--- config.mk ---
export PLATFORM = sky130hd
export DESIGN_NAME = usb_irq_identify_and_clock_gate
export DESIGN_NICKNAME = d
export VERILOG_FILES = /design/src/usb_irq_pkg.sv /design/src/usb_irq_identify_and_clock_gate.sv /design/src/usb_flag_bank.sv /design/src/usb_irq_priority.sv
export VERILOG_INCLUDE_DIRS = /design/src /design/src/src
export SDC_FILE = /design/constraint.sdc
export NUM_CORES = 1
export LEC_CHECK = 0
export BUFFER_PORTS_ARGS = -buffer_cell sky130_fd_sc_hd__buf_2
export CORE_MARGIN = 3
export CORE_UTILIZATION = 53
export DETAILED_ROUTE_END_ITERATION = 8
export PLACE_DENSITY = 0.81
export SYNTH_ARGS = -nofsm -noshare
export SYNTH_HDL_FRONTEND = slang
export SYNTH_SLANG_ARGS = --single-unit
--- constraint.sdc ---
create_clock -name clock -period 2.2 [get_ports clock]
set_input_delay 0.44 -clock clock [delete_from_list [all_inputs] [get_ports clock]]
set_output_delay 0.44 -clock clock [all_outputs]
set_load 0.01 [all_outputs]
--- src/usb_irq_cfg.svh ---
// Subaddresses, field positions, reset values and source codes.
`ifndef USB_IRQ_CFG_SVH
`define USB_IRQ_CFG_SVH

`define USB_SA_CLOCK_STOP      8'h10
`define USB_SA_SOURCE_CODE     8'h28
`define USB_SA_IN_FLAGS        8'h29
`define USB_SA_OUT_FLAGS       8'h2A
`define USB_SA_GENERAL_FLAGS   8'h2B

`define USB_SELECT_RESET       8'h00
`define USB_CLOCK_STOP_READ    8'h00
`define USB_SOURCE_CODE_RESET  5'h00
`define USB_UNMAPPED_READ      8'h00
`define USB_READ_DATA_RESET    8'h00
`define USB_STOPPED_RESET      1'b0
`define USB_PENDING_RESET      1'b0

`define USB_CODE_MSB           6
`define USB_CODE_LSB           2

`define USB_NUM_ENDPOINTS      4
`define USB_NUM_GENERAL        5
`define USB_NUM_SOURCES        14

`define USB_SRC_SETUP_DATA     0
`define USB_SRC_FRAME          1
`define USB_SRC_SETUP_TOKEN    2
`define USB_SRC_SUSPEND        3
`define USB_SRC_BUS_RESET      4
`define USB_SRC_RESERVED       5
`define USB_SRC_EP_BASE        6

`endif

--- src/usb_irq_pkg.sv ---
// Shared types of the USB interrupt identification block.
`default_nettype none
package usb_irq_pkg;
  typedef logic [7:0] byte_t;
  typedef logic [4:0] source_code_t;
endpackage : usb_irq_pkg
`default_nettype wire

--- src/usb_irq_identify_and_clock_gate.sv ---
// USB clock gate and interrupt identification subregisters.
//
// Operation
// Any write to the clock stop subregister stops the module clock.
// Clock stop subregister is write-only, reads zero, resets to zero.
// Source code subregister sits at subaddress 28h, read-only, resets zero.
// Raising a request updates the code to name its source.
// Code occupies bits 6 to 2; bits 7, 1 and 0 read zero.
// Only the highest-priority pending request is reported; lowest code wins.
// Codes 0, 1, 2 are setup data, start of frame, setup token.
// Code 3 is suspend, 4 bus reset; code 5 is never reported.
// Code 6 is IN endpoint 0, code 7 OUT endpoint 0.
// Code 8 is IN endpoint 1, code 9 OUT endpoint 1.
// Code 11 is OUT endpoint 2.
// Code 13 is OUT endpoint 3, the lowest priority.
// Software writes zero to reserved bits and ignores them.
// Code 10 is IN endpoint 2, code 12 IN endpoint 3.
// IN flag sets after a sent packet is acknowledged by the host.
// OUT flag sets on an error-free received packet.
// Flags clear only by writing one; the code then moves on.
`include "usb_irq_cfg.svh"
`default_nettype none
module usb_irq_identify_and_clock_gate #(
  parameter int NUM_EP = `USB_NUM_ENDPOINTS
) (
  // Clock and reset
  input  wire logic               clock,
  input  wire logic               reset,
  // Subregister select and subdata access
  input  wire logic               select_write,
  input  wire logic               select_read,
  input  wire logic               data_write,
  input  wire logic               data_read,
  input  wire usb_irq_pkg::byte_t write_data,
  output usb_irq_pkg::byte_t      read_data,
  // General bus events, one-cycle pulses
  input  wire logic               setup_data_event,
  input  wire logic               frame_event,
  input  wire logic               setup_token_event,
  input  wire logic               suspend_event,
  input  wire logic               bus_reset_event,
  // Endpoint events, one-cycle pulses
  input  wire logic [NUM_EP-1:0]  in_ack_event,
  input  wire logic [NUM_EP-1:0]  out_rx_good_event,
  // Clock restart after suspension
  input  wire logic               resume,
  // Status
  output logic                    module_clock_run,
  output logic                    usb_irq
);
  // One slot per general source and the reserved slot, then an IN and an
  // OUT slot per endpoint.
  localparam int NSRC = `USB_SRC_EP_BASE + 2 * NUM_EP;
  localparam int IW   = $clog2(NSRC);

  // Subaddress map behind the subdata register:
  //   10h  clock stop: any write suspends the module, reads give zero.
  //   28h  source code in bits 6 to 2: writes are dropped.
  //   29h  IN endpoint flags: a one written clears that flag.
  //   2Ah  OUT endpoint flags: a one written clears that flag.
  //   2Bh  general bus flags: a one written clears that flag.
  // Any other subaddress reads zero and drops writes, so software that
  // probes the space sees no side effects.
  //
  // Source codes, highest priority first: 0 setup data, 1 start of frame,
  // 2 setup token, 3 suspend, 4 bus reset, 5 never used, then the IN and
  // OUT sources of endpoints 0 to 3 take codes 6 to 13 in turn.
  //
  // Timing: an event pulse sampled at an edge sets its flag at that edge,
  // and the code and the request output follow one edge later. A read
  // strobe loads read_data at its edge; the value then stands until the
  // next read strobe, so software may sample it whenever it likes.

  // Every register of this module apart from the flag banks lives in this struct; read_data is among
  // them so the subdata port never shows a decode glitch.
  typedef struct packed {
    usb_irq_pkg::byte_t        select;
    usb_irq_pkg::byte_t        read_data;
    usb_irq_pkg::source_code_t code;
    logic                      stopped;
    logic                      pending;
  } main_state_t;

  main_state_t state;
  main_state_t next_state;

  logic [`USB_NUM_GENERAL-1:0] general_set;
  logic [`USB_NUM_GENERAL-1:0] general_flags;
  logic [NUM_EP-1:0]           in_set;
  logic [NUM_EP-1:0]           in_flags;
  logic [NUM_EP-1:0]           out_set;
  logic [NUM_EP-1:0]           out_flags;
  logic [NSRC-1:0]             pending;
  logic                        any_pending;
  logic [IW-1:0]               winner;
  logic                        general_clear;
  logic                        in_clear;
  logic                        out_clear;

  // Returns true when the subdata access goes to the given subaddress.
  function automatic logic selects(
    input usb_irq_pkg::byte_t sel,
    input usb_irq_pkg::byte_t addr
  );
    selects = (sel == addr);
  endfunction : selects

  // Places the source code into its field, reserved bits at zero.
  function automatic usb_irq_pkg::byte_t code_byte(
    input usb_irq_pkg::source_code_t code
  );
    code_byte = 8'h00;
    code_byte[`USB_CODE_MSB:`USB_CODE_LSB] = code;
  endfunction : code_byte

  // Widens a flag group into a byte with reserved upper bits at zero.
  function automatic usb_irq_pkg::byte_t flag_byte(
    input logic [7:0] flags
  );
    flag_byte = flags;
  endfunction : flag_byte

  // Position of an endpoint source in the priority order. Each endpoint
  // keeps its IN source just ahead of its OUT source.
  function automatic int ep_slot(
    input int   ep,
    input logic is_out
  );
    ep_slot = `USB_SRC_EP_BASE + 2 * ep + (is_out ? 1 : 0);
  endfunction : ep_slot

  // While the module clock is stopped the bus side sees no events.
  // A real stopped clock would freeze the bus side as well; masking the
  // set inputs models that cheaply and leaves pending flags intact.
  assign general_set = state.stopped ? '0 :
    {bus_reset_event, suspend_event, setup_token_event,
     frame_event, setup_data_event};
  assign in_set  = state.stopped ? '0 : in_ack_event;
  assign out_set = state.stopped ? '0 : out_rx_good_event;

  // Clears decode the held subaddress, never the one being written.
  assign general_clear =
    data_write && selects(state.select, `USB_SA_GENERAL_FLAGS);
  assign in_clear  = data_write && selects(state.select, `USB_SA_IN_FLAGS);
  assign out_clear = data_write && selects(state.select, `USB_SA_OUT_FLAGS);

  // The three flag banks share one design; each has its own clear strobe
  // and takes the write data as its clear mask.
  usb_flag_bank #(
    .WIDTH       (`USB_NUM_GENERAL)
  ) u_general_flags (
    .clock       (clock),
    .reset       (reset),
    .set         (general_set),
    .clear_write (general_clear),
    .clear_mask  (write_data[`USB_NUM_GENERAL-1:0]),
    .flags       (general_flags)
  );

  usb_flag_bank #(
    .WIDTH       (NUM_EP)
  ) u_in_flags (
    .clock       (clock),
    .reset       (reset),
    .set         (in_set),
    .clear_write (in_clear),
    .clear_mask  (write_data[NUM_EP-1:0]),
    .flags       (in_flags)
  );

  usb_flag_bank #(
    .WIDTH       (NUM_EP)
  ) u_out_flags (
    .clock       (clock),
    .reset       (reset),
    .set         (out_set),
    .clear_write (out_clear),
    .clear_mask  (write_data[NUM_EP-1:0]),
    .flags       (out_flags)
  );

  // Priority order of the sources, lowest index first.
  assign pending[`USB_SRC_SETUP_DATA]  = general_flags[0];
  assign pending[`USB_SRC_FRAME]       = general_flags[1];
  assign pending[`USB_SRC_SETUP_TOKEN] = general_flags[2];
  assign pending[`USB_SRC_SUSPEND]     = general_flags[3];
  assign pending[`USB_SRC_BUS_RESET]   = general_flags[4];
  // The reserved slot has no source, so its code cannot be produced.
  assign pending[`USB_SRC_RESERVED]    = 1'b0;

  // Endpoints interleave IN before OUT, endpoint 0 first.
  for (genvar k = 0; k < NUM_EP; k++)
  begin : g_ep

    assign pending[ep_slot(k, 1'b0)] = in_flags[k];
    assign pending[ep_slot(k, 1'b1)] = out_flags[k];
  end

  // Only the winner is reported. Software that must see every pending
  // source reads the three flag subregisters instead.
  usb_irq_priority #(
    .N       (NSRC),
    .IW      (IW)
  ) u_priority (
    .pending (pending),
    .any     (any_pending),
    .index   (winner)
  );

  always_comb
  begin
    next_state = state;
    // The request output is registered on the same edge as the code, so
    // the two always agree on the source being reported.
    next_state.pending = any_pending;

    // The code follows the winner while any request is pending and
    // otherwise keeps the last source, so a late read still names it.
    if (any_pending)
    begin
      next_state.code = usb_irq_pkg::source_code_t'(winner);
    end

    // A select write and a data write in one cycle: the data still goes
    // to the old subaddress, which keeps the two-step access order.
    if (select_write)
    begin
      next_state.select = write_data;
    end

    // Any value stops the clock; the data itself is not kept.
    // A stop and a resume in one cycle resolve to stop, so a suspend
    // issued right after a wake-up is never lost.
    if (data_write && selects(state.select, `USB_SA_CLOCK_STOP))
    begin
      next_state.stopped = 1'b1;
    end
    else if (resume)
    begin
      next_state.stopped = 1'b0;
    end

    // The select register reads back for debug; a select read wins over a
    // subdata read in the same cycle.
    if (select_read)
    begin
      next_state.read_data = state.select;
    end
    else if (data_read)
    begin
      if (selects(state.select, `USB_SA_CLOCK_STOP))
      begin
        next_state.read_data = `USB_CLOCK_STOP_READ;
      end
      else if (selects(state.select, `USB_SA_SOURCE_CODE))
      begin
        // Writes here are ignored; the field is read-only.
        next_state.read_data = code_byte(state.code);
      end
      // Unused upper bits of the flag subregisters read as zero.
      else if (selects(state.select, `USB_SA_IN_FLAGS))
      begin
        next_state.read_data = flag_byte(8'(in_flags));
      end
      else if (selects(state.select, `USB_SA_OUT_FLAGS))
      begin
        next_state.read_data = flag_byte(8'(out_flags));
      end
      else if (selects(state.select, `USB_SA_GENERAL_FLAGS))
      begin
        next_state.read_data = flag_byte(8'(general_flags));
      end
      else
      begin
        // Unmapped subaddresses read zero and keep no state.
        next_state.read_data = `USB_UNMAPPED_READ;
      end
    end
  end

  // Reset is synchronous: a pulse that spans no rising edge is missed,
  // so hold it for at least one edge.
  always_ff @(posedge clock)
  begin
    if (reset)
    begin
      state.select    <= `USB_SELECT_RESET;
      state.read_data <= `USB_READ_DATA_RESET;
      state.code      <= `USB_SOURCE_CODE_RESET;
      state.stopped   <= `USB_STOPPED_RESET;
      state.pending   <= `USB_PENDING_RESET;
    end
    else
    begin
      state <= next_state;
    end
  end

  // Every output comes from a flip-flop, so no event pin reaches a pin of
  // this block within the same cycle.
  assign read_data        = state.read_data;
  assign module_clock_run = ~state.stopped;
  assign usb_irq          = state.pending;
endmodule : usb_irq_identify_and_clock_gate
`default_nettype wire

--- src/usb_flag_bank.sv ---
// Sticky request flags cleared by writing one to a bit.
`default_nettype none
module usb_flag_bank #(
  parameter int WIDTH = 4
) (
  // Clock and reset
  input  wire logic             clock,
  input  wire logic             reset,
  // Hardware events, one-cycle pulses
  input  wire logic [WIDTH-1:0] set,
  // Software clear
  input  wire logic             clear_write,
  input  wire logic [WIDTH-1:0] clear_mask,
  // Flag state
  output logic      [WIDTH-1:0] flags
);
  typedef struct packed {
    logic [WIDTH-1:0] flags;
  } bank_state_t;

  bank_state_t state;
  bank_state_t next_state;

  always_comb
  begin
    next_state = state;
    // An event in the clear cycle survives the clear.
    if (clear_write)
    begin
      next_state.flags = state.flags & ~clear_mask;
    end
    next_state.flags = next_state.flags | set;
  end

  always_ff @(posedge clock)
  begin
    if (reset)
    begin
      state <= '0;
    end
    else
    begin
      state <= next_state;
    end
  end

  assign flags = state.flags;
endmodule : usb_flag_bank
`default_nettype wire

--- src/usb_irq_priority.sv ---
// Fixed priority encoder: the lowest pending index wins.
`default_nettype none
module usb_irq_priority #(
  parameter int N  = 14,
  parameter int IW = $clog2(N)
) (
  // Pending requests
  input  wire logic [N-1:0]  pending,
  // Winner
  output logic               any,
  output logic      [IW-1:0] index
);
  always_comb
  begin
    any   = 1'b0;
    index = '0;
    // Scan downward so the lowest set index is the last to be taken.
    for (int i = N - 1; i >= 0; i--)
    begin
      if (pending[i])
      begin
        any   = 1'b1;
        index = IW'(i);
      end
    end
  end
endmodule : usb_irq_priority
`default_nettype wire

==> results of run 1 <==
## cells in the final DEF, fill, tap and decap left out, types with 2 or more instances in the layout
| cell type | n |
|---|---|
| nand2b_1 | 2 |
| mux2_2 | 3 |
| a221oi_1 | 4 |
| o41ai_1 | 2 |
| nor2b_1 | 2 |
| and2b_2 | 2 |
| buf_2 | 37 |
| dfxtp_1 | 35 |
| nor3_1 | 6 |
| mux2i_1 | 8 |
| or3_1 | 4 |
| a22o_1 | 5 |
| inv_1 | 11 |
| nand2_1 | 17 |
| o21ai_0 | 14 |
| nor4_1 | 2 |
| a21oi_1 | 21 |
| clkbuf_4 | 5 |
| nor2_1 | 21 |
| nor3b_1 | 3 |
| a31oi_1 | 2 |
| nand4_1 | 4 |
## how the worst max path moves through the flow
stage                               to  slack [ps]
after global placement    read_data[2]         610
after global routing      read_data[2]         450
after detailed placement  read_data[2]         580
final                     read_data[2]         540
after floorplan           read_data[2]         690
after CTS                 read_data[2]         560
## layer usage
metal  GRT usage  share of wire  up-vias
met4      0.0799          0.020        0
met2       0.294           0.46       52
met3      0.0809          0.062       10
met5           0              0        -
met1       0.244           0.46      689
li1            -              -      768
## stage by stage
stage	area, µm²	hold slack, ps	power (µW)	instances
global placement	1840	453	902	267
floorplan	1710	432	854	205
CTS	1930	315	1380	275
detailed placement	1840	459	906	267
finish	1930	315	1380	275
global route	1930	307	1440	275
## power breakdown
| group | internal, µW | switching, µW | total [µW] |
|---|---|---|---|
| clock | 268 | 217 | 485 |
| combinational | 89.1 | 90.2 | 179 |
| sequential | 672 | 43.1 | 715 |
| total | 1030 | 350 | 1380 |
## kinds of logic after synthesis
kind of cell | count (synthesis)
compound gates | 54
buf+inv | 31
flops | 35
mux | 12
simple gates | 73
## sequential cells by signal, summed over array words and instances (netlist names)
signal,count
state,13
read_data,8
u_general_flags.flags,5
u_in_flags.flags,4
u_out_flags.flags,4
usb_irq,1
## final cells by class
type / instances / area (µm²)
clock buffers: 6 / 51.3
clock inverters: 2 / 35.0
fillers: 288 / 1150
inverters: 11 / 41.3
multi-input cells: 139 / 853
flip-flops and latches: 35 / 701
well taps: 44 / 55.1
repair buffers: 38 / 193
## worst min-delay path: cells and delay by family
family,cells,cell delay [ps]
compound gates,1,50
buf+inv,1,90
simple gates,1,50
==> qor.txt, run 1 <==
status = completed
IR drop worst, VDD = 0.481 mV
layout cells sized above 1 = 0.242
complex-gate fraction of the synthesized area = 0.195
DR vias = 1519
CP Launch Type = flip-flop
Hold Path Sink = u_out_flags.flags[1]
sequential fraction of the synthesis area = 0.409
WL/cell = 13.5 µm
multiplexer area fraction after synthesis = 0.0752
crit path buf inv count = 0
RSZ-0062 raised after global routing = no
simple-gate share of the synthesized area = 0.228
Post-synth EDFFs = 0
largest net degree at the start of global routing = 27
Worst Setup SP = state[16]
cts hold-fix bufs = 0
first-pass GRT wire length = 6000 µm
n_diodes = 0
Root Buffer = clkbuf_4
fin crit share = 0.756
clk_lat worst skew = 350 ps
CP Max Fanout = 10
CTS tree = yes
FF-to-FF Start = state[16]
core area = 0.00308 mm²
Worst-path clk slew = 110 ps
Reg2Reg Depth = 4
GPL Wtd Cong = 0.889
CTS buffer count = 5
area grow syn2layout = 12.6%
ys async rst share = 0
drt total wl = 3720 µm
die height = 62.9 µm
Power per Cell Area = 715 mW/mm²
post-CTS resize count = 0
Synthesized Nets = 233
initial antenna violation count = 0
CP endpoint kind = flip-flop
worst setup margin = 537 ps
vias per inst = 5.52
Area contributors post-synth = dfxtp_1, a21oi_1, mux2i_1
total grt overflow = 0
die boundary width = 62.9 µm
post-synth top area cell = dfxtp_1
Final #Nets = 258
Worst Path Arrival = 1910 ps
Stages on worst setup path = 4
total negative setup slack = 0 ps
Post-DRT Antenna Nets = 0
worst-margin pin slew = 510 ps
Mean Syn Cell Area = 8.36 µm²
DRC Markers = 0
HPWL after DPL = 2720 µm
R2R setup slack = 540 ps
Largest stage delay, worst path = 520 ps
most common cell in the netlist = dfxtp_1
H-tree levels = 2
worst reg2reg path endpoint = read_data[2]
Synth Register Bits = 35
CP Data Required Time = 2450 ps
number of global-route vias before repair = 1317
Initial DRC Count = 94
clock buffer depth = 2
most frequent CP cell = a22o_1
critical-path cell list = mux2_4, a22o_1, a221o_1, a22o_1
most instantiated cells after synthesis = dfxtp_1, a21oi_1, nor2_1
Post-Syn Area = 0.00171 mm²
Hold Startpoint = out_rx_good_event[1]
FMAX = 601 MHz
post-synth top area share = 0.409
combinational family with the most area after synthesis = simple AND/OR/NAND/NOR gates
P_leak = 0.000872 µW
post-layout util = 0.627
I/O pin total = 38
drt first pass iters = 4
global-route usage over all layers = 0.195
Final Hold Viols = 0
setup violators final = 0
Rel. slew slack = 0.657
Post-CTS Setup Inserts = 0
WHS Path Cells = 3
hold crit path type = input port to flip-flop
top cell family by delay on the critical path = compound AO/OA/AOI/OAI gates
Core Rows = 20
XOR/XNOR Fraction of Synth Area = 0
Max Slew Vio Count = 0
yosys warns = 0
Post-Place Setup Slack = 580 ps
initial cell density of the core = 0.557
CP max-delay cell = dfxtp_1
port bufs = 37
Die ar. = 0.00395 mm²
Clock Skews = 11.6 ps
Adder-Cell Fraction of Synth Area = 0
Synth Flop Type = dfxtp_1
Setup Crit Path Kind = flip-flop to flip-flop
Netlist cell types = 42
CTS Sinks = 35
post-layout min period = 1660 ps
Post-Syn Instances = 205
Max Cap Viol = 0
No activity file was read; power rests on OpenSTA's default activity.
==> run 2: changes to the inputs <==
==> constraint.sdc (replaced) <==
create_clock -name clock -period 1.65 [get_ports clock]
set_input_delay 0.33 -clock clock [delete_from_list [all_inputs] [get_ports clock]]
set_output_delay 0.33 -clock clock [all_outputs]
set_load 0.01 [all_outputs]
==> run 2 against run 1 <==
  * Worst setup slack worse by 440 ps
  * Combinational power rose by 42%
  * Final cell count is 1.5% higher
  * Total power grew 19%
  * Global-route usage up 1.3 points
  * Critical path depth up 1
  * Clock power fell by 9.5%
  * Utilization rose by 0.12 points
  * Critical path type unchanged
  * Critical endpoint is now read_data[0]
==> qor.txt, run 2 (same netlist as run 1, synthesis figures left out) <==
status = completed (unchanged)
CP Launch Type = flip-flop (unchanged)
die height = 62.9 µm (unchanged)
area grow syn2layout = 12.8% (was 12.6%)
crit path buf inv count = 1 (was 0)
post-CTS resize count = 0 (unchanged)
post-layout util = 0.628 (was 0.627)
Hold Path Sink = u_out_flags.flags[0] (was u_out_flags.flags[1])
Max Slew Vio Count = 0 (unchanged)
total grt overflow = 0 (unchanged)
drt total wl = 3890 µm (was 3720 µm)
top cell family by delay on the critical path = compound AO/OA/AOI/OAI gates (unchanged)
CTS Sinks = 35 (unchanged)
CP endpoint kind = flip-flop (unchanged)
clock buffer depth = 2 (unchanged)
die boundary width = 62.9 µm (unchanged)
initial antenna violation count = 0 (unchanged)
Largest stage delay, worst path = 400 ps (was 520 ps)
fin crit share = 0.941 (was 0.756)
number of global-route vias before repair = 1429 (was 1317)
CP Max Fanout = 7 (was 10)
I/O pin total = 38 (unchanged)
cts hold-fix bufs = 0 (unchanged)
Clock Skews = 11.9 ps (was 11.6 ps)
Die ar. = 0.00395 mm² (unchanged)
FMAX = 644 MHz (was 601 MHz)
Initial DRC Count = 82 (was 94)
Post-CTS Setup Inserts = 0 (unchanged)
Worst-path clk slew = 110 ps (about the same)
n_diodes = 0 (unchanged)
CTS buffer count = 5 (unchanged)
Final #Nets = 262 (was 258)
placed cell areas = 0.00187 mm² (was 0.00184 mm²)
Rel. slew slack = 0.680 (was 0.657)
P_leak = 0.000880 µW (was 0.000872 µW)
WHS Path Cells = 3 (unchanged)
Post-DRT Antenna Nets = 0 (unchanged)
initial cell density of the core = 0.557 (unchanged)
DR vias = 1550 (was 1519)
first-pass GRT wire length = 6550 µm (was 6000 µm)
critical-path cell list = buf_4, mux2_2, a22o_1, a221oi_1, nor3_1 (was mux2_4, a22o_1, a221o_1, a22o_1)
global-route usage over all layers = 0.208 (was 0.195)
Power per Cell Area = 851 mW/mm² (was 715 mW/mm²)
CP Data Required Time = 1860 ps (was 2450 ps)
CP max-delay cell = dfxtp_2 (was dfxtp_1)
most frequent cells in the layout = buf_2, dfxtp_1, a21oi_1, nor2_1, nand2_1 (unchanged)
R2R setup slack = 100 ps (was 540 ps)
HPWL after DPL = 2920 µm (was 2720 µm)
hold crit path type = input port to flip-flop (unchanged)
worst-margin pin slew = 476 ps (was 510 ps)
Largest register FFs = 13 (unchanged)
Max Cap Viol = 0 (unchanged)
largest net degree at the start of global routing = 24 (was 27)
Reg with most FFs = state (unchanged)
commonest non-fill, non-tap cell in the layout = buf_2 (unchanged)
total negative setup slack = 0 ps (unchanged)
RSZ-0062 raised after global routing = no (unchanged)
DRC Markers = 0 (unchanged)
vias per inst = 5.56 (was 5.52)
Core Rows = 20 (unchanged)
H-tree levels = 2 (unchanged)
final total power = 1640 µW (was 1380 µW)
GPL Wtd Cong = 0.908 (was 0.889)
WL/cell = 13.9 µm (was 13.5 µm)
clk_lat worst skew = 340 ps (was 350 ps)
worst reg2reg path endpoint = read_data[0] (was read_data[2])
Root Buffer = clkbuf_4 (unchanged)
post-layout min period = 1550 ps (was 1660 ps)
layout cells sized above 1 = 0.260 (was 0.242)
Hold Startpoint = out_rx_good_event[0] (was out_rx_good_event[1])
IR drop worst, VDD = 0.532 mV (was 0.481 mV)
Final Hold Viols = 0 (unchanged)
Reg2Reg Depth = 5 (was 4)
Setup Crit Path Kind = flip-flop to flip-flop (unchanged)
Worst Path Arrival = 1760 ps (was 1910 ps)
core area = 0.00308 mm² (unchanged)
FF-to-FF Start = state[16] (unchanged)
port bufs = 37 (unchanged)
Layout fillers = 299 (was 288)
drt first pass iters = 4 (unchanged)
CTS tree = yes (unchanged)
fin area = 0.00193 mm² (about the same)
setup violators final = 0 (unchanged)
## run 2: cell types whose count changed in the layout (fill, tap and decap cells not counted), sizes merged
cell,previous run,this run
bufinv,1,0
clkbuf,6,5
buf,38,42
clkinv,1,3
## run 2: cell type report
class                           count  area [µm²]  share of cell area
Clock inverter                      3        15.0             0.00777
Inverter                           11        41.3              0.0214
Multi-Input combinational cell    139         860               0.445
Tap cell                           44        55.1              0.0285
Sequential cell                    35         702               0.363
Timing Repair Buffer               42         223               0.115
Clock buffer                        5        37.5              0.0194
## run 2: stage by stage
stage / hold WS (ps) / worst slack, ps / instances
after floorplan: 432 / 137 / 205
after global placement: 453 / 123 / 271
after detailed placement: 459 / 54.9 / 271
after CTS: 215 / 28.8 / 279
after global routing: 214 / 6.45 / 279
final: 217 / 97.4 / 279
## run 2: per-layer routing
layer	global-route usage	vias to the layer above	wire length, µm
li1	-	775	-
met1	0.256	713	1740
met2	0.345	60	1860
met3	0.0683	2	257
met4	0.0579	0	29
met5	0	-	0
## run 2: worst max-delay path by stage
stage / startpoint / end / slack [ps] / cells past startpoint
2_1_floorplan: state[16] / read_data[2] / 140 / 5
3_3_place_gp: state[16] / read_data[0] / 120 / 5
6_report: state[16] / read_data[0] / 100 / 5
5_1_grt: state[16] / read_data[0] / 6 / 5
3_5_place_dp: state[16] / read_data[0] / 50 / 5
4_1_cts: state[16] / read_data[0] / 30 / 5
## run 2: worst reg2reg max path, cell delays in order (launching register included)
cell	delay [ps]
dfxtp_2	400
buf_4	150
mux2_2	330
a22o_1	190
a221oi_1	290
nor3_1	90
## run 2: report_power, final
part	leakage (µW)	switching (µW)	total [µW]	internal, µW
Combinational	0.000555	128	254	126
Clock	0.0000347	280	439	158
Sequential	0.000290	54.9	952	897
Total	0.000880	463	1640	1180
